$ cat src/rtl/boot_params.svh
// Constants of the EEPROM boot loader: timing, memory offsets and codes.
// Assumes inclusion by the loader module only, by bare name.
`ifndef BOOT_PARAMS_SVH
`define BOOT_PARAMS_SVH
`define CLK_HZ      25000000
`define STD_HZ      100000
`define FAST_HZ     400000
`define QTR_STD     (`CLK_HZ / (4 * `STD_HZ))
`define QTR_FAST    (`CLK_HZ / (4 * `FAST_HZ))
`define FREE_NS     4700
`define FREE_CYC    ((`FREE_NS * (`CLK_HZ / 1000000) + 999) / 1000)
`define TIMEOUT_US  1000
`define TIMEOUT_CYC (`TIMEOUT_US * (`CLK_HZ / 1000000))
`define OFF_START   16'h0000
`define OFF_SPEED   8'h05
`define SPEED_BIT   0
`define OFF_REG_LO  8'h08
`define OFF_REG_HI  8'hDF
`define OFF_CRC     8'hE0
`define CRC_POLY    8'h07
`define CRC_INIT    8'h00
`define RD_BIT      1'b1
`define WR_BIT      1'b0
`define ACK_BIT     1'b0
`define NACK_BIT    1'b1
`define PH_SET      2'h0
`define PH_RISE     2'h1
`define PH_SAMPLE   2'h2
`define PH_FALL     2'h3
`define BIT_LAST    3'h7
`define RETRY_DFLT  5'h01
`define SYNC_RST    4'h3
`endif

$ cat src/rtl/boot_pkg.sv
// Types shared by the boot loader modules.
// Assumes no include path; it uses none of the header's constants.
package boot_pkg;
   typedef enum logic [3:0] {
      ST_IDLE, ST_FREE, ST_START, ST_TX, ST_TXACK, ST_RSTART, ST_RX,
      ST_HOLD, ST_RXACK, ST_STOP, ST_WAITSTOP, ST_DONE, ST_FAIL
   } state_t;
   typedef enum logic [1:0] {TX_ADDR_W, TX_OFF_HI, TX_OFF_LO, TX_ADDR_R} tx_step_t;
   typedef struct packed {
      logic [7:0] off;
      logic [7:0] data;
   } cfg_word_t;
endpackage

$ cat src/rtl/cfg_stream_if.sv
// Valid/ready stream carrying register images between loader modules.
// Assumes both ends run on the same clock.
`timescale 1ns/1ns
interface cfg_stream_if #(parameter int WIDTH = 16);
   logic             valid;
   logic             ready;
   logic [WIDTH-1:0] data;
   modport src (output valid, output data, input ready);
   modport snk (input valid, input data, output ready);
endinterface

$ cat src/rtl/boot_fifo.sv
// Synchronous FIFO for register images read from the memory.
// Assumes DEPTH is a power of two and one clock for both sides.
`timescale 1ns/1ns
module boot_fifo #(
   parameter int WIDTH = 16,
   parameter int DEPTH = 16
) (
   input wire logic clk_i,
   input wire logic rst_i,
   cfg_stream_if.snk in_s,
   cfg_stream_if.src out_s
);
   localparam int AW = $clog2(DEPTH);
   logic [WIDTH-1:0] mem_ff [DEPTH];
   logic [AW:0]      wr_ff;
   logic [AW:0]      rd_ff;
   logic             full;
   logic             empty;
   assign full  = (wr_ff[AW] != rd_ff[AW]) && (wr_ff[AW-1:0] == rd_ff[AW-1:0]);
   assign empty = (wr_ff == rd_ff);
   assign in_s.ready  = !full;
   assign out_s.valid = !empty;
   assign out_s.data  = mem_ff[rd_ff[AW-1:0]];
   always_ff @(posedge clk_i) begin
      if (in_s.valid && !full) begin
         mem_ff[wr_ff[AW-1:0]] <= in_s.data;
      end
   end
   always_ff @(posedge clk_i or posedge rst_i) begin
      if (rst_i) begin
         wr_ff <= '0;
      end else if (in_s.valid && !full) begin
         wr_ff <= wr_ff + 1'b1;
      end
   end
   always_ff @(posedge clk_i or posedge rst_i) begin
      if (rst_i) begin
         rd_ff <= '0;
      end else if (out_s.ready && !empty) begin
         rd_ff <= rd_ff + 1'b1;
      end
   end
endmodule

$ cat src/rtl/boot_loader.sv
// Boot-time bus master that reads the register image from a serial memory.
// Assumes open-drain SCL/SDA pins resolved outside and a configuration sink.
`timescale 1ns/1ns
`include "boot_params.svh"
module boot_loader import boot_pkg::*; #(
   parameter int TIMEOUT_CYC = `TIMEOUT_CYC,
   parameter int FIFO_DEPTH  = 16
) (
   input  wire logic       clk_i,
   input  wire logic       rst_i,
   input  wire logic       external_reset_low_i,
   input  wire logic       por_done_i,
   input  wire logic       memory_boot_skip_n_i,
   input  wire logic       wide_offset_select_i,
   input  wire logic [6:0] memory_base_slave_address_i,
   input  wire logic [4:0] arbitration_retry_count_i,
   input  wire logic [1:0] pll_lock_lost_i,
   input  wire logic       scl_i,
   input  wire logic       sda_i,
   input  wire logic       cfg_ready_i,
   output logic            scl_o,
   output logic            scl_oe_n_o,
   output logic            sda_o,
   output logic            sda_oe_n_o,
   output logic            cfg_wr_o,
   output logic [7:0]      cfg_addr_o,
   output logic [7:0]      cfg_data_o,
   output logic            boot_busy_o,
   output logic            serial_port_enable_o,
   output logic            boot_done_o,
   output logic            boot_load_failed_flag_o,
   output logic [1:0]      pll_unlocked_indicator_o
);
   localparam int TW = $clog2(TIMEOUT_CYC + 1);

   // ----------------------------------------
   // Input synchronisers
   // ----------------------------------------
   logic [3:0] meta_ff;
   logic [3:0] sync_ff;
   logic       sda_s;
   logic       scl_s;
   logic       rstn_s;
   logic       por_s;
   logic       sda_prev_ff;
   logic       stop_det;

   always_ff @(posedge clk_i or posedge rst_i) begin
      if (rst_i) begin
         meta_ff <= `SYNC_RST;
         sync_ff <= `SYNC_RST;
      end else begin
         meta_ff <= {por_done_i, external_reset_low_i, scl_i, sda_i};
         sync_ff <= meta_ff;
      end
   end
   assign sda_s  = sync_ff[0];
   assign scl_s  = sync_ff[1];
   assign rstn_s = sync_ff[2];
   assign por_s  = sync_ff[3];

   always_ff @(posedge clk_i or posedge rst_i) begin
      if (rst_i) begin
         sda_prev_ff <= 1'b1;
      end else begin
         sda_prev_ff <= sda_s;
      end
   end
   assign stop_det = scl_s && sda_s && !sda_prev_ff;

   // ----------------------------------------
   // Sequencer state
   // ----------------------------------------
   state_t     state_ff;
   tx_step_t   step_ff;
   logic [1:0] ph_ff;
   logic [2:0] bit_ff;
   logic [7:0] sh_ff;
   logic [7:0] off_ff;
   logic [7:0] crc_ff;
   logic       fast_ff;
   logic       bad_ff;
   logic [4:0] retry_ff;
   logic       scl_oe_n_ff;
   logic       sda_oe_n_ff;
   logic [5:0] qtr_ff;
   logic [TW-1:0] tmr_ff;
   logic [7:0] free_ff;
   logic       tick;
   logic       tmo;
   logic       go;
   logic       bit_val;
   logic       reg_byte;
   logic       lost;

   cfg_stream_if #(.WIDTH($bits(cfg_word_t))) push_s ();
   cfg_stream_if #(.WIDTH($bits(cfg_word_t))) pop_s ();

   function automatic logic [7:0] tx_byte(input tx_step_t s, input logic [6:0] sa);
      logic [7:0] b;
      b = {sa, `WR_BIT};
      unique case (s)
         TX_ADDR_W: b = {sa, `WR_BIT};
         TX_OFF_HI: b = 8'(`OFF_START >> 8);
         TX_OFF_LO: b = 8'(`OFF_START & 16'h00FF);
         TX_ADDR_R: b = {sa, `RD_BIT};
      endcase
      return b;
   endfunction

   function automatic logic [7:0] crc8(input logic [7:0] c, input logic [7:0] d);
      logic [7:0] r;
      r = c ^ d;
      for (int i = 0; i < 8; i++) begin
         r = r[7] ? ((r << 1) ^ `CRC_POLY) : (r << 1);
      end
      return r;
   endfunction

   // ----------------------------------------
   // Bit timing, timer and bus-free counter
   // ----------------------------------------
   always_ff @(posedge clk_i or posedge rst_i) begin
      if (rst_i) begin
         qtr_ff <= '0;
      end else if (qtr_ff == '0) begin
         qtr_ff <= fast_ff ? 6'(`QTR_FAST - 1) : 6'(`QTR_STD - 1);
      end else begin
         qtr_ff <= qtr_ff - 6'h01;
      end
   end
   assign tick = (qtr_ff == '0);

   always_ff @(posedge clk_i or posedge rst_i) begin
      if (rst_i) begin
         tmr_ff <= '0;
      end else if (state_ff == ST_FREE || state_ff == ST_WAITSTOP || state_ff == ST_HOLD) begin
         tmr_ff <= tmr_ff + 1'b1;
      end else begin
         tmr_ff <= '0;
      end
   end
   assign tmo = (tmr_ff == TW'(TIMEOUT_CYC - 1));

   always_ff @(posedge clk_i or posedge rst_i) begin
      if (rst_i) begin
         free_ff <= '0;
      end else if (state_ff != ST_FREE || !scl_s || !sda_s) begin
         free_ff <= '0;
      end else if (free_ff != 8'(`FREE_CYC)) begin
         free_ff <= free_ff + 8'h01;
      end
   end

   assign go = (state_ff == ST_IDLE) && por_s && rstn_s;
   assign reg_byte = (off_ff >= `OFF_REG_LO) && (off_ff <= `OFF_REG_HI);
   assign lost = (state_ff == ST_TX) && bit_val && !sda_s;

   always_comb begin
      bit_val = 1'b1;
      if (state_ff == ST_TX) begin
         bit_val = sh_ff[7];
      end else if (state_ff == ST_RXACK) begin
         bit_val = (off_ff == `OFF_CRC) ? `NACK_BIT : `ACK_BIT;
      end
   end

   // ----------------------------------------
   // Main sequencer
   // ----------------------------------------
   always_ff @(posedge clk_i or posedge rst_i) begin
      if (rst_i) begin
         state_ff    <= ST_IDLE;
         step_ff     <= TX_ADDR_W;
         ph_ff       <= `PH_SET;
         bit_ff      <= '0;
         sh_ff       <= '0;
         off_ff      <= '0;
         crc_ff      <= `CRC_INIT;
         fast_ff     <= 1'b0;
         bad_ff      <= 1'b0;
         retry_ff    <= '0;
         scl_oe_n_ff <= 1'b1;
         sda_oe_n_ff <= 1'b1;
      end else begin
         unique case (state_ff)
            ST_IDLE: if (go) begin
               state_ff <= memory_boot_skip_n_i ? ST_DONE : ST_FREE;
            end
            ST_FREE: if (tmo) begin
               state_ff <= ST_FAIL;
            end else if (free_ff == 8'(`FREE_CYC) && tick) begin
               state_ff <= ST_START;
               step_ff  <= TX_ADDR_W;
               sh_ff    <= tx_byte(TX_ADDR_W, memory_base_slave_address_i);
               ph_ff    <= `PH_SET;
               bit_ff   <= '0;
               off_ff   <= 8'(`OFF_START & 16'h00FF);
               crc_ff   <= `CRC_INIT;
               fast_ff  <= 1'b0;
               bad_ff   <= 1'b0;
            end
            ST_START: if (tick) begin
               ph_ff <= ph_ff + 2'h1;
               if (ph_ff == `PH_RISE) begin
                  sda_oe_n_ff <= 1'b0;
               end
               if (ph_ff == `PH_SAMPLE) begin
                  scl_oe_n_ff <= 1'b0;
               end
               if (ph_ff == `PH_FALL) begin
                  state_ff <= ST_TX;
               end
            end
            ST_RSTART: if (tick) begin
               ph_ff <= ph_ff + 2'h1;
               if (ph_ff == `PH_SET) begin
                  sda_oe_n_ff <= 1'b1;
               end
               if (ph_ff == `PH_RISE) begin
                  scl_oe_n_ff <= 1'b1;
               end
               if (ph_ff == `PH_SAMPLE) begin
                  sda_oe_n_ff <= 1'b0;
               end
               if (ph_ff == `PH_FALL) begin
                  scl_oe_n_ff <= 1'b0;
                  step_ff     <= TX_ADDR_R;
                  sh_ff       <= tx_byte(TX_ADDR_R, memory_base_slave_address_i);
                  state_ff    <= ST_TX;
               end
            end
            ST_TX, ST_TXACK, ST_RX, ST_RXACK: if (tick) begin
               ph_ff <= ph_ff + 2'h1;
               if (ph_ff == `PH_SET) begin
                  sda_oe_n_ff <= bit_val;
               end
               if (ph_ff == `PH_RISE) begin
                  scl_oe_n_ff <= 1'b1;
               end
               if (ph_ff == `PH_SAMPLE) begin
                  if (lost) begin
                     scl_oe_n_ff <= 1'b1;
                     sda_oe_n_ff <= 1'b1;
                     if (step_ff == TX_ADDR_W && retry_ff != arbitration_retry_count_i) begin
                        retry_ff <= retry_ff + 5'h01;
                        state_ff <= ST_WAITSTOP;
                     end else begin
                        state_ff <= ST_FAIL;
                     end
                  end
                  if (state_ff == ST_TXACK && sda_s) begin
                     bad_ff <= 1'b1;
                  end
                  if (state_ff == ST_RX) begin
                     sh_ff <= {sh_ff[6:0], sda_s};
                  end
               end
               if (ph_ff == `PH_FALL) begin
                  scl_oe_n_ff <= 1'b0;
                  unique case (state_ff)
                     ST_TX: if (bit_ff == `BIT_LAST) begin
                        bit_ff   <= '0;
                        state_ff <= ST_TXACK;
                     end else begin
                        bit_ff <= bit_ff + 3'h1;
                        sh_ff  <= {sh_ff[6:0], 1'b0};
                     end
                     ST_TXACK: if (bad_ff) begin
                        state_ff <= ST_STOP;
                     end else begin
                        unique case (step_ff)
                           TX_ADDR_W: begin
                              step_ff  <= wide_offset_select_i ? TX_OFF_HI : TX_OFF_LO;
                              sh_ff    <= tx_byte(wide_offset_select_i ? TX_OFF_HI : TX_OFF_LO,
                                                  memory_base_slave_address_i);
                              state_ff <= ST_TX;
                           end
                           TX_OFF_HI: begin
                              step_ff  <= TX_OFF_LO;
                              sh_ff    <= tx_byte(TX_OFF_LO, memory_base_slave_address_i);
                              state_ff <= ST_TX;
                           end
                           TX_OFF_LO: state_ff <= ST_RSTART;
                           TX_ADDR_R: state_ff <= ST_RX;
                        endcase
                     end
                     ST_RX: if (bit_ff == `BIT_LAST) begin
                        bit_ff   <= '0;
                        state_ff <= ST_HOLD;
                     end else begin
                        bit_ff <= bit_ff + 3'h1;
                     end
                     default: if (off_ff == `OFF_CRC) begin
                        state_ff <= ST_STOP;
                     end else begin
                        off_ff   <= off_ff + 8'h01;
                        state_ff <= ST_RX;
                     end
                  endcase
               end
            end
            ST_HOLD: if (tmo) begin
               scl_oe_n_ff <= 1'b1;
               sda_oe_n_ff <= 1'b1;
               state_ff    <= ST_FAIL;
            end else if (!reg_byte || push_s.ready) begin
               if (off_ff < `OFF_CRC) begin
                  crc_ff <= crc8(crc_ff, sh_ff);
               end
               if (off_ff == `OFF_SPEED) begin
                  fast_ff <= sh_ff[`SPEED_BIT];
               end
               if (off_ff == `OFF_CRC && sh_ff != crc_ff) begin
                  bad_ff <= 1'b1;
               end
               ph_ff    <= `PH_SET;
               state_ff <= ST_RXACK;
            end
            ST_STOP: if (tick) begin
               ph_ff <= ph_ff + 2'h1;
               if (ph_ff == `PH_SET) begin
                  sda_oe_n_ff <= 1'b0;
               end
               if (ph_ff == `PH_RISE) begin
                  scl_oe_n_ff <= 1'b1;
               end
               if (ph_ff == `PH_SAMPLE) begin
                  sda_oe_n_ff <= 1'b1;
               end
               if (ph_ff == `PH_FALL) begin
                  state_ff <= bad_ff ? ST_FAIL : ST_DONE;
               end
            end
            ST_WAITSTOP: if (tmo) begin
               state_ff <= ST_FAIL;
            end else if (stop_det) begin
               state_ff <= ST_FREE;
            end
            ST_DONE: state_ff <= ST_DONE;
            ST_FAIL: begin
               scl_oe_n_ff <= 1'b1;
               sda_oe_n_ff <= 1'b1;
            end
            default: state_ff <= ST_FAIL;
         endcase
      end
   end

   // ----------------------------------------
   // Register image stream
   // ----------------------------------------
   assign push_s.valid = (state_ff == ST_HOLD) && reg_byte && !tmo;
   assign push_s.data  = {off_ff, sh_ff};

   boot_fifo #(
      .WIDTH($bits(cfg_word_t)),
      .DEPTH(FIFO_DEPTH)
   ) u_fifo (
      .clk_i (clk_i),
      .rst_i (rst_i),
      .in_s  (push_s.snk),
      .out_s (pop_s.src)
   );

   logic       cfg_wr_ff;
   cfg_word_t  cfg_ff;
   assign pop_s.ready = !cfg_wr_ff || cfg_ready_i;

   always_ff @(posedge clk_i or posedge rst_i) begin
      if (rst_i) begin
         cfg_wr_ff <= 1'b0;
         cfg_ff    <= '0;
      end else if (pop_s.ready) begin
         cfg_wr_ff <= pop_s.valid;
         cfg_ff    <= pop_s.data;
      end
   end

   // ----------------------------------------
   // Status outputs
   // ----------------------------------------
   logic       busy_ff;
   logic       spe_ff;
   logic       done_ff;
   logic       fail_ff;
   logic [1:0] lol_ff;

   always_ff @(posedge clk_i or posedge rst_i) begin
      if (rst_i) begin
         busy_ff <= 1'b0;
         spe_ff  <= 1'b0;
         done_ff <= 1'b0;
         fail_ff <= 1'b0;
         lol_ff  <= 2'h0;
      end else begin
         busy_ff <= state_ff != ST_IDLE && state_ff != ST_DONE && state_ff != ST_FAIL;
         spe_ff  <= (state_ff == ST_DONE || state_ff == ST_FAIL) && !cfg_wr_ff;
         done_ff <= state_ff == ST_DONE;
         fail_ff <= state_ff == ST_FAIL;
         lol_ff  <= pll_lock_lost_i | {2{state_ff == ST_FAIL}};
      end
   end

   assign scl_o                    = 1'b0;
   assign sda_o                    = 1'b0;
   assign scl_oe_n_o               = scl_oe_n_ff;
   assign sda_oe_n_o               = sda_oe_n_ff;
   assign cfg_wr_o                 = cfg_wr_ff;
   assign cfg_addr_o               = cfg_ff.off;
   assign cfg_data_o               = cfg_ff.data;
   assign boot_busy_o              = busy_ff;
   assign serial_port_enable_o     = spe_ff;
   assign boot_done_o              = done_ff;
   assign boot_load_failed_flag_o  = fail_ff;
   assign pll_unlocked_indicator_o = lol_ff;
endmodule

$ cat config.mk
export PLATFORM = sky130hd
export DESIGN_NAME = boot_loader
export DESIGN_NICKNAME = d
export VERILOG_FILES = /design/src/rtl/boot_pkg.sv /design/src/rtl/cfg_stream_if.sv /design/src/rtl/boot_fifo.sv /design/src/rtl/boot_loader.sv
export VERILOG_INCLUDE_DIRS = /design/src /design/src/rtl
export SDC_FILE = /design/constraint.sdc
export NUM_CORES = 1
export LEC_CHECK = 0
export BUFFER_PORTS_ARGS = -buffer_cell sky130_fd_sc_hd__buf_2
export CORE_ASPECT_RATIO = 0.6
export CORE_UTILIZATION = 40
export CTS_CLUSTER_DIAMETER = 30
export DETAILED_ROUTE_END_ITERATION = 6
export PLACE_DENSITY = 0.59
export SYNTH_ARGS = -nofsm -noshare
export SYNTH_HDL_FRONTEND = slang
export SYNTH_SLANG_ARGS = --single-unit
$ cat constraint.sdc
create_clock -name clk_i -period 7.8 [get_ports clk_i]
set_input_delay 1.56 -clock clk_i [delete_from_list [all_inputs] [get_ports clk_i]]
set_output_delay 1.56 -clock clk_i [all_outputs]
set_load 0.01 [all_outputs]
==> results.cfg, run 1 <==
[status]
outcome = finished, violations left
violations = DRC

[setup_path]
worstPathMaxFanout = 20
cp-endpoint = u_fifo.mem_ff[1][8]
r2r_setup_slack_ns = 4.23
cp_data_arrival_time_ns = 3.77
cp_data_required_time_ns = 8.00
rr_endpoint = u_fifo.mem_ff[1][8]
crit_path_start_kind = register
r2r_cells = 6
endpoint_kind = register
crit_start = u_fifo.rd_ff[2]
r2r-start = u_fifo.rd_ff[2]
crit_type = reg2reg

[timing]
setup_viol = 0
rsz0062_at_grt = false
finalClockSkew_ns = 0.0275
period_minus_slack_ns = 3.57
drv_slew = 0
hold_viol = 0
fmax_mhz = 280
tightest_slew_ns = 1.25
setup_tns_ns = 0
fin_crit_sh_pct = 45.7
slew_headroom_pct = 16.8

[detailed_routing]
drc_errors = 4
via_per_inst = 5.62
first_iter_violations = 1147
antenna_left = 0
wirelength_mm = 39.9
via_count = 9335
routedWlPerCell_um = 24.0
drt_first_pass_iters = 7

[die]
dieWidth_um = 261
core_mm2 = 0.0393
io-pin-count = 50
num_rows = 56
start_util_pct = 40.9
die_area_mm2 = 0.0410
fp.dieH_um = 157

[synth]
yosysUniqueCellTypes = 71
synth-edff-count = 256
yosys_register_bits = 371
yosysTopAreaCell = edfxtp_1
syn_avg_cell_area_um2 = 15.7
syn_inst = 1025
synthDominantCellAreaShare_pct = 47.8
synthFlopType = edfxtp_1
ys_warn_count = 0
synthArstFlopShare_pct = 31.0
synth.area.top_cells = edfxtp_1, dfrtp_1, mux4_2
syn-cell-area_mm2 = 0.0161
seq_area_frac_synth_pct = 65.8

[worst_hold_path]
hold_path_class = reg2reg

[finish]
fin_util_pct = 47.9
layout-area-overhead-vs-synth_pct = 17.0
diodes = 0
layout_commonest_cell = edfxtp_1
nNetsFinal = 1142
final_cell_mix = edfxtp_1, dfrtp_1, mux4_2
layout-drive-gt1-share_pct = 24.8

[cts]
cts-hold-fix-buffers = 0
ctsLongestPathBuffers = 3
cts_root_buffer = clkbuf_16
cts.htree.levels = 2
cts_buffers = 52
post_cts_buffers = 0
clk_latency_ns = 0.58
cts_tree = built
clk_pin_slew_ns = 0.05
clock_sinks = 371
post_cts_resized = 0

[place]
dp_hpwl_mm = 26.4
io_buffers = 47
routabilityCongestion = 0.955

[grt]
grt_pass1_wl_mm = 59.5
grt_pass1_vias = 9021
gr-usage-all-layers_pct = 20.1
grt_max_degree = 74
grt_remaining_overflow = 0
antenna_found_initial = 5

[job]
drv_cap = 0

[power]
vdd_drop_max_v = 0.000176
leakagePower_uw = 0.00669
power.density_mw_per_mm2 = 368
[through the flow]
| step | cells | hold slack (ns) | total power [uW] | worst slack (ns) | area (um^2) |
|---|---|---|---|---|---|
| 6_report | 1662 | 0.346 | 6910 | 4.23 | 18800 |
| 5_1_grt | 1662 | 0.358 | 7220 | 3.83 | 18800 |
| 4_1_cts | 1662 | 0.349 | 6940 | 4.01 | 18800 |
| 3_5_place_dp | 1564 | 0.337 | 4460 | 4.01 | 17000 |
| 3_3_place_gp | 1564 | 0.334 | 4450 | 4.08 | 17000 |
| 2_1_floorplan | 1026 | 0.331 | 3830 | 3.21 | 16100 |
[routing by layer]
metal / vias up / global-route usage [%] / share of wire [%]
li1: 4146 / - / -
met5: - / 0 / 0
met4: 0 / 4.26 / 1.3
met3: 49 / 6.76 / 11
met2: 381 / 25.6 / 39
met1: 4759 / 32.2 / 49
[where the power goes]
part           switching (uW)  internal, uW
Clock                     911          1550
Sequential                328          2350
Combinational             962           805
Total                    2200          4710
[synth_stat cells, types with 11 or more instances]
| cell type | count |
|---|---|
| edfxtp_1 | 256 |
| dfrtp_1 | 108 |
| mux4_2 | 80 |
| nor2_1 | 65 |
| nand2_1 | 43 |
| xnor2_1 | 39 |
| clkbuf_1 | 35 |
| o21ai_0 | 29 |
| xor2_1 | 27 |
| nand3_1 | 26 |
| mux2_2 | 24 |
| a21oi_1 | 23 |
| ha_1 | 23 |
| inv_1 | 22 |
| nor3_1 | 15 |
| nand4_1 | 13 |
| and2_1 | 12 |
| nor2b_1 | 12 |
| a22o_1 | 11 |
[layout make-up]
cell class / count / area, um^2
fillers: 3268 / 20500
flip-flops and latches: 371 / 10600
multi-input cells: 584 / 5280
clock buffers: 58 / 1380
well taps: 522 / 653
clock inverters: 40 / 474
repair buffers: 65 / 370
inverters: 22 / 85.1
[state kept, by name, summed over array words and instances (netlist names), 2 cells and up]
| register | count |
|---|---|
| meta_ff | 4 |
| crc_ff | 8 |
| ph_ff | 2 |
| u_fifo.rd_ff | 5 |
| free_ff | 8 |
| cfg_data_o | 8 |
| sync_ff | 4 |
| off_ff | 8 |
| qtr_ff | 6 |
| pll_unlocked_indicator_o | 2 |
| tmr_ff | 15 |
| u_fifo.mem_ff | 256 |
| retry_ff | 5 |
| step_ff | 2 |
| bit_ff | 3 |
| u_fifo.wr_ff | 5 |
| sh_ff | 8 |
| cfg_addr_o | 8 |
| state_ff | 4 |
[worst max-delay path, cell delays in order, from the launching register on]
cell and delay [ns]:
dfrtp_1 1.17, xor2_1 0.20, nor4_1 0.11, a2111oi_2 0.38, buf_4 0.24, nor3b_1 0.30, and2_1 0.78
[cells by family after synthesis]
family          synth area share [%]
fa+ha+maj                       1.79
xor+xnor                        3.59
simple gates                    8.18
flops                           65.8
other cells                   0.0233
mux                             13.0
buf+inv                         1.73
compound gates                  5.92
[how the worst min path moves through the flow]
stage                     startpoint          to  cells after the start
after floorplan           meta_ff[2]  sync_ff[2]                      0
after global placement    meta_ff[3]  sync_ff[3]                      0
after detailed placement  meta_ff[2]  sync_ff[2]                      0
after CTS                 meta_ff[2]  sync_ff[2]                      0
after global routing      meta_ff[3]  sync_ff[3]                      0
final                     meta_ff[2]  sync_ff[2]                      0
No activity file was read; power rests on OpenSTA's default activity.
==> run 2, diff against run 1 <==
clock period = 3.3 ns   (was 7.8 ns; I/O delays follow)
==> run 2 against run 1 <==
The run still ends with DRC left. Critical path depth is 2 higher. Combinational power grew to 2.5 times the previous value. Setup slack lost 4.0 ns. Cell count increased by 3.1%. Via count up 1.8%. Clock power up 130%. Maximum frequency up 16%. Wire length down 2.2%. Count of clock-buffer cells in the layout shrank 1. Non-clock buffer count is 53 higher. Critical endpoint is now sh_ff[3].
==> results.cfg, run 2 (same netlist as run 1, synthesis figures left out) <==
[detailed_routing]
drc_errors = 1
via_count = 9499
wirelength_mm = 39.0
first_iter_violations = 994
routedWlPerCell_um = 22.8
antenna_left = 0
via_per_inst = 5.55
drt_first_pass_iters = 7

[cts]
clock_sinks = 371
ctsLongestPathBuffers = 3
cts-hold-fix-buffers = 0
cts_root_buffer = clkbuf_16
clk_latency_ns = 0.56
post_cts_buffers = 0
cts_buffers = 52
clk_pin_slew_ns = 0.06
cts_tree = built
post_cts_resized = 0
cts.htree.levels = 2

[finish]
multi_input_area_mm2 = 0.00526
finish.instance_area_mm2 = 0.0192
nFillCells = 3320
fin_util_pct = 48.9
final_cell_mix = edfxtp_1, dfrtp_1, mux4_2
nNetsFinal = 1195
regArea_mm2 = 0.0106
layout_commonest_cell = edfxtp_1
layout-area-overhead-vs-synth_pct = 19.6
layout.cells.non_filler = 1713
largest_reg_flops = 256
layout-drive-gt1-share_pct = 28.9
diodes = 0

[grt]
grt_pass1_vias = 9324
gr-usage-all-layers_pct = 19.5
antenna_found_initial = 0
grt_max_degree = 68
grt_remaining_overflow = 0
grt_pass1_wl_mm = 58.9

[power]
p_sw_share_pct = 30.9
power.density_mw_per_mm2 = 835
p_int_uw = 11100
p_sw_uw = 4960
seqPwrFrac_pct = 36.8
vdd_drop_max_v = 0.000425
clkPwrFrac_pct = 35.6
leakagePower_uw = 0.00689
power_frac_comb_pct = 27.6

[setup_path]
cp_data_arrival_time_ns = 3.49
crit_path_start_kind = register
endpoint_kind = register
cp_data_required_time_ns = 3.72
crit_type = reg2reg
worstPathMaxFanout = 9

[status]
outcome = finished, violations left
violations = DRC

[die]
die_area_mm2 = 0.0410
dieWidth_um = 261
num_rows = 56
start_util_pct = 40.9
io-pin-count = 50
core_mm2 = 0.0393
fp.dieH_um = 157

[timing]
finalClockSkew_ns = 0.0149
hold_viol = 0
layout_setup_ws_ns = 0.235
setup_viol = 0
fin_crit_sh_pct = 92.9
drv_slew = 0
rsz0062_at_grt = false
fin_hold_ws_ns = 0.168
tightest_slew_ns = 0.950
period_minus_slack_ns = 3.07
fmax_mhz = 326
slew_headroom_pct = 35.0

[worst_hold_path]
hold_path_class = in2async

[place]
dp_cells = 1617
placement.cell_area_mm2 = 0.0174
routabilityCongestion = 0.967
io_buffers = 47
dp_hpwl_mm = 25.8
pre_cts_slack_ns = 0.237

[job]
drv_cap = 0
## run 2: cell count changes in the layout (fill, tap and decap cells not counted), moves of 2 or more
cell and change:
buf_4 +48, clkinv_1 -9, inv_6 +8, buf_12 +5, inv_8 -5, clkinvlp_4 +3, bufinv_16 -2, clkinv_2 +2
clkinv_4 +2, nor3_2 +2, nor3_4 -2
## run 2: per-layer routing
layer,wire length [um],global-route usage (%),vias to the layer above
met3,3500,5.41,51
li1,-,-,4247
met2,15100,24.1,393
met1,19800,32.5,4808
met4,626,4.46,0
met5,0,0,-
## run 2: cell type report
type | count | share of cell area [%]
sequential | 371 | 55.0
timing repair buffer | 118 | 4.32
inverter | 22 | 0.449
tap | 522 | 3.40
multi-input combinational | 584 | 27.4
clock inverter | 39 | 2.35
clock buffer | 57 | 7.13
## run 2: path summary, 6_finish.rpt
path	slack (ns)	startpoint	end	cells past startpoint
min reg2reg	0.35	meta_ff[3]	sync_ff[3]	0
min	0.17	rst_i	tmr_ff[13]	2
max reg2reg	0.23	qtr_ff[0]	sh_ff[3]	8
min in group clk_i	0.20	scl_i	meta_ff[1]	1
max in group asynchronous	2.37	rst_i	sda_prev_ff	3
max	0.23	qtr_ff[0]	sh_ff[3]	8
## run 2: worst max-delay path, cell delays in order, from the launching register on
cell,delay (ns)
dfrtp_1,0.39
inv_1,0.08
ha_1,0.14
or4b_4,0.46
or2_0,0.25
o31a_1,0.37
or4_1,0.76
a21o_1,0.33
o2bb2ai_1,0.16
## run 2: power groups by stage
stage	clock network [uW]	logic (uW)	registers, uW
after floorplan	0	3000	6030
after global placement	0	4400	6000
after detailed placement	0	4430	6010
after CTS	5850	4450	5920
after global routing	6030	4820	5970
final	5720	4430	5910
## run 2: metrics by stage
stage	setup TNS, ns	total power (uW)
final	0	16100
after global routing	0	16800
after CTS	0	16200
after detailed placement	0	10400
after global placement	0	10400
after floorplan	-19.86	9030
==> run 3, diff against run 2 <==
ABC_AREA = 1   (was not set)
==> run 3 against run 2 <==
The run now ends clean. Combinational power down 38%. Count of clock-buffer cells in the layout grew 9. Synthesized cell count rose by 51%. Power fell by 9.4%. Sequential power decreased by 12%. Sequential share of layout area decreased by 0.95 points. Via count up 24%. Flip-flop and latch count is the same. Maximum frequency increased by 19%. Critical path type unchanged.
==> results.cfg, run 3 <==
[status]
outcome = completed

[synth]
synth_common_cells = nand2_1, edfxtp_1, nor2_1
ys_warn_count = 0
syn_inst = 1549
synthArstFlopShare_pct = 31.0
syn_avg_cell_area_um2 = 10.5
synth-edff-count = 256
seq_area_frac_synth_pct = 64.7
yosysTopAreaCell = edfxtp_1
synthFlopType = edfxtp_1
syn-cell-area_mm2 = 0.0163
synth.area.top_cells = edfxtp_1, dfrtp_1, nand2_1
synth.most_common_cell = nand2_1
yosys_register_bits = 371
yosysUniqueCellTypes = 43
synthDominantCellAreaShare_pct = 47.1

[setup_path]
rr_endpoint = bit_ff[2]
worstPathMaxFanout = 18
r2r_cells = 9
endpoint_kind = register
cp_data_arrival_time_ns = 3.02
crit_path_start_kind = register
crit_type = reg2reg
cp_data_required_time_ns = 3.76
r2r_setup_slack_ns = 0.73
r2r-start = state_ff[1]

[die]
dieWidth_um = 263
io-pin-count = 50
die_area_mm2 = 0.0417
start_util_pct = 41.2
num_rows = 56
core_mm2 = 0.0397
fp.dieH_um = 159

[cts]
cts_buffers = 59
clk_pin_slew_ns = 0.05
cts_tree = built
ctsLongestPathBuffers = 3
clk_latency_ns = 0.60
clock_sinks = 371
cts.htree.levels = 2
post_cts_resized = 0
post_cts_buffers = 0
cts-hold-fix-buffers = 0
cts_root_buffer = clkbuf_16

[finish]
fin_util_pct = 49.4
layout_commonest_cell = nand2_1
nFillCells = 3563
diodes = 0
nNetsFinal = 1692
layout.cells.non_filler = 2219
layout-drive-gt1-share_pct = 15.0
largest_reg_flops = 256
layout-area-overhead-vs-synth_pct = 19.8
final_cell_mix = nand2_1, edfxtp_1, nor2_1

[detailed_routing]
antenna_left = 0
routedWlPerCell_um = 19.0
via_per_inst = 5.32
via_count = 11800
wirelength_mm = 42.2
first_iter_violations = 1134
drt_first_pass_iters = 5
drc_errors = 0

[grt]
grt_max_degree = 132
grt_remaining_overflow = 0
grt_pass1_wl_mm = 65.9
antenna_found_initial = 0
grt_pass1_vias = 11200
top_usage_layer = met1
grt_use_met3_pct = 3.94
gr-usage-all-layers_pct = 20.5
use_met1_pct = 33.3
grt.met2_usage_pct = 27.6

[place]
dp_cells = 2107
io_buffers = 47
dp_hpwl_mm = 27.8
routabilityCongestion = 0.904

[timing]
finalClockSkew_ns = 0.0349
slew_headroom_pct = 41.4
fmax_mhz = 390
rsz0062_at_grt = false
hold_viol = 0
fin_crit_sh_pct = 77.8
setup_viol = 0
tightest_slew_ns = 0.879
setup_tns_ns = 0
drv_slew = 0
period_minus_slack_ns = 2.57

[power]
power.density_mw_per_mm2 = 744
vdd_drop_max_v = 0.000543
leakagePower_uw = 0.00777

[worst_hold_path]
hold_path_class = in2async

[job]
drv_cap = 0
==> run 3: where the power goes <==
group | leakage [uW] | switching, uW | internal (uW)
Combinational | 0.00300 | 1910 | 849
Clock | 0.00104 | 2370 | 4200
Sequential | 0.00374 | 135 | 5090
Total | 0.00777 | 4420 | 10100
==> run 3: layer usage <==
| layer | up-vias | part of all wire [%] |
|---|---|---|
| met4 | 0 | 1.3 |
| met2 | 420 | 40 |
| met5 | - | 0 |
| met3 | 47 | 7.4 |
| li1 | 5598 | - |
| met1 | 5742 | 52 |
==> run 3: layout make-up <==
cell class | instances | area, um^2 | area share (%)
clock inverter | 46 | 619 | 3.16
multi-input combinational | 1002 | 5100 | 26.1
tap | 522 | 653 | 3.34
timing repair buffer | 98 | 656 | 3.35
clock buffer | 66 | 1530 | 7.84
inverter | 114 | 433 | 2.21
sequential | 371 | 10600 | 54.0
==> run 3: cell families after synthesis <==
| group | count (synthesis) | synth area share (%) |
|---|---|---|
| other | 1 | 0.0230 |
| XOR/XNOR | 44 | 2.36 |
| AND/OR/NAND/NOR | 640 | 16.4 |
| flip-flops | 371 | 64.7 |
| buffers and inverters | 177 | 4.24 |
| adder cells (fa/ha/maj) | 23 | 1.76 |
| AO/OA/AOI/OAI | 293 | 10.5 |
==> run 3: worst max path at each step <==
stage | start | endpoint | cells past startpoint
floorplan | tmr_ff[0] | u_fifo.mem_ff[11][0] | 9
CTS | state_ff[1] | ph_ff[0] | 11
global placement | state_ff[1] | off_ff[5] | 9
finish | state_ff[1] | bit_ff[2] | 9
detailed placement | state_ff[1] | off_ff[2] | 9
global route | state_ff[1] | off_ff[7] | 9
==> run 3: critical path, stage by stage (launching register included) <==
cell and delay [ns]:
dfrtp_1 0.50, nor2_1 0.14, o21ai_1 0.27, nand2_2 0.29
inv_2 0.38, nor2_1 0.20, a21oi_1 0.24, nand2_1 0.15
o21ai_0 0.17, o21ai_0 0.10
==> run 3: per-stage QoR <==
stage | cell area [um^2] | hold slack [ns] | setup slack [ns] | power, uW
2_1_floorplan | 16300 | 0.331 | 0.845 | 7090
3_3_place_gp | 17400 | 0.331 | 0.849 | 8060
3_5_place_dp | 17400 | 0.335 | 0.803 | 8070
4_1_cts | 19600 | 0.0988 | 0.779 | 14700
5_1_grt | 19600 | 0.115 | 0.504 | 15200
6_report | 19600 | 0.102 | 0.733 | 14600
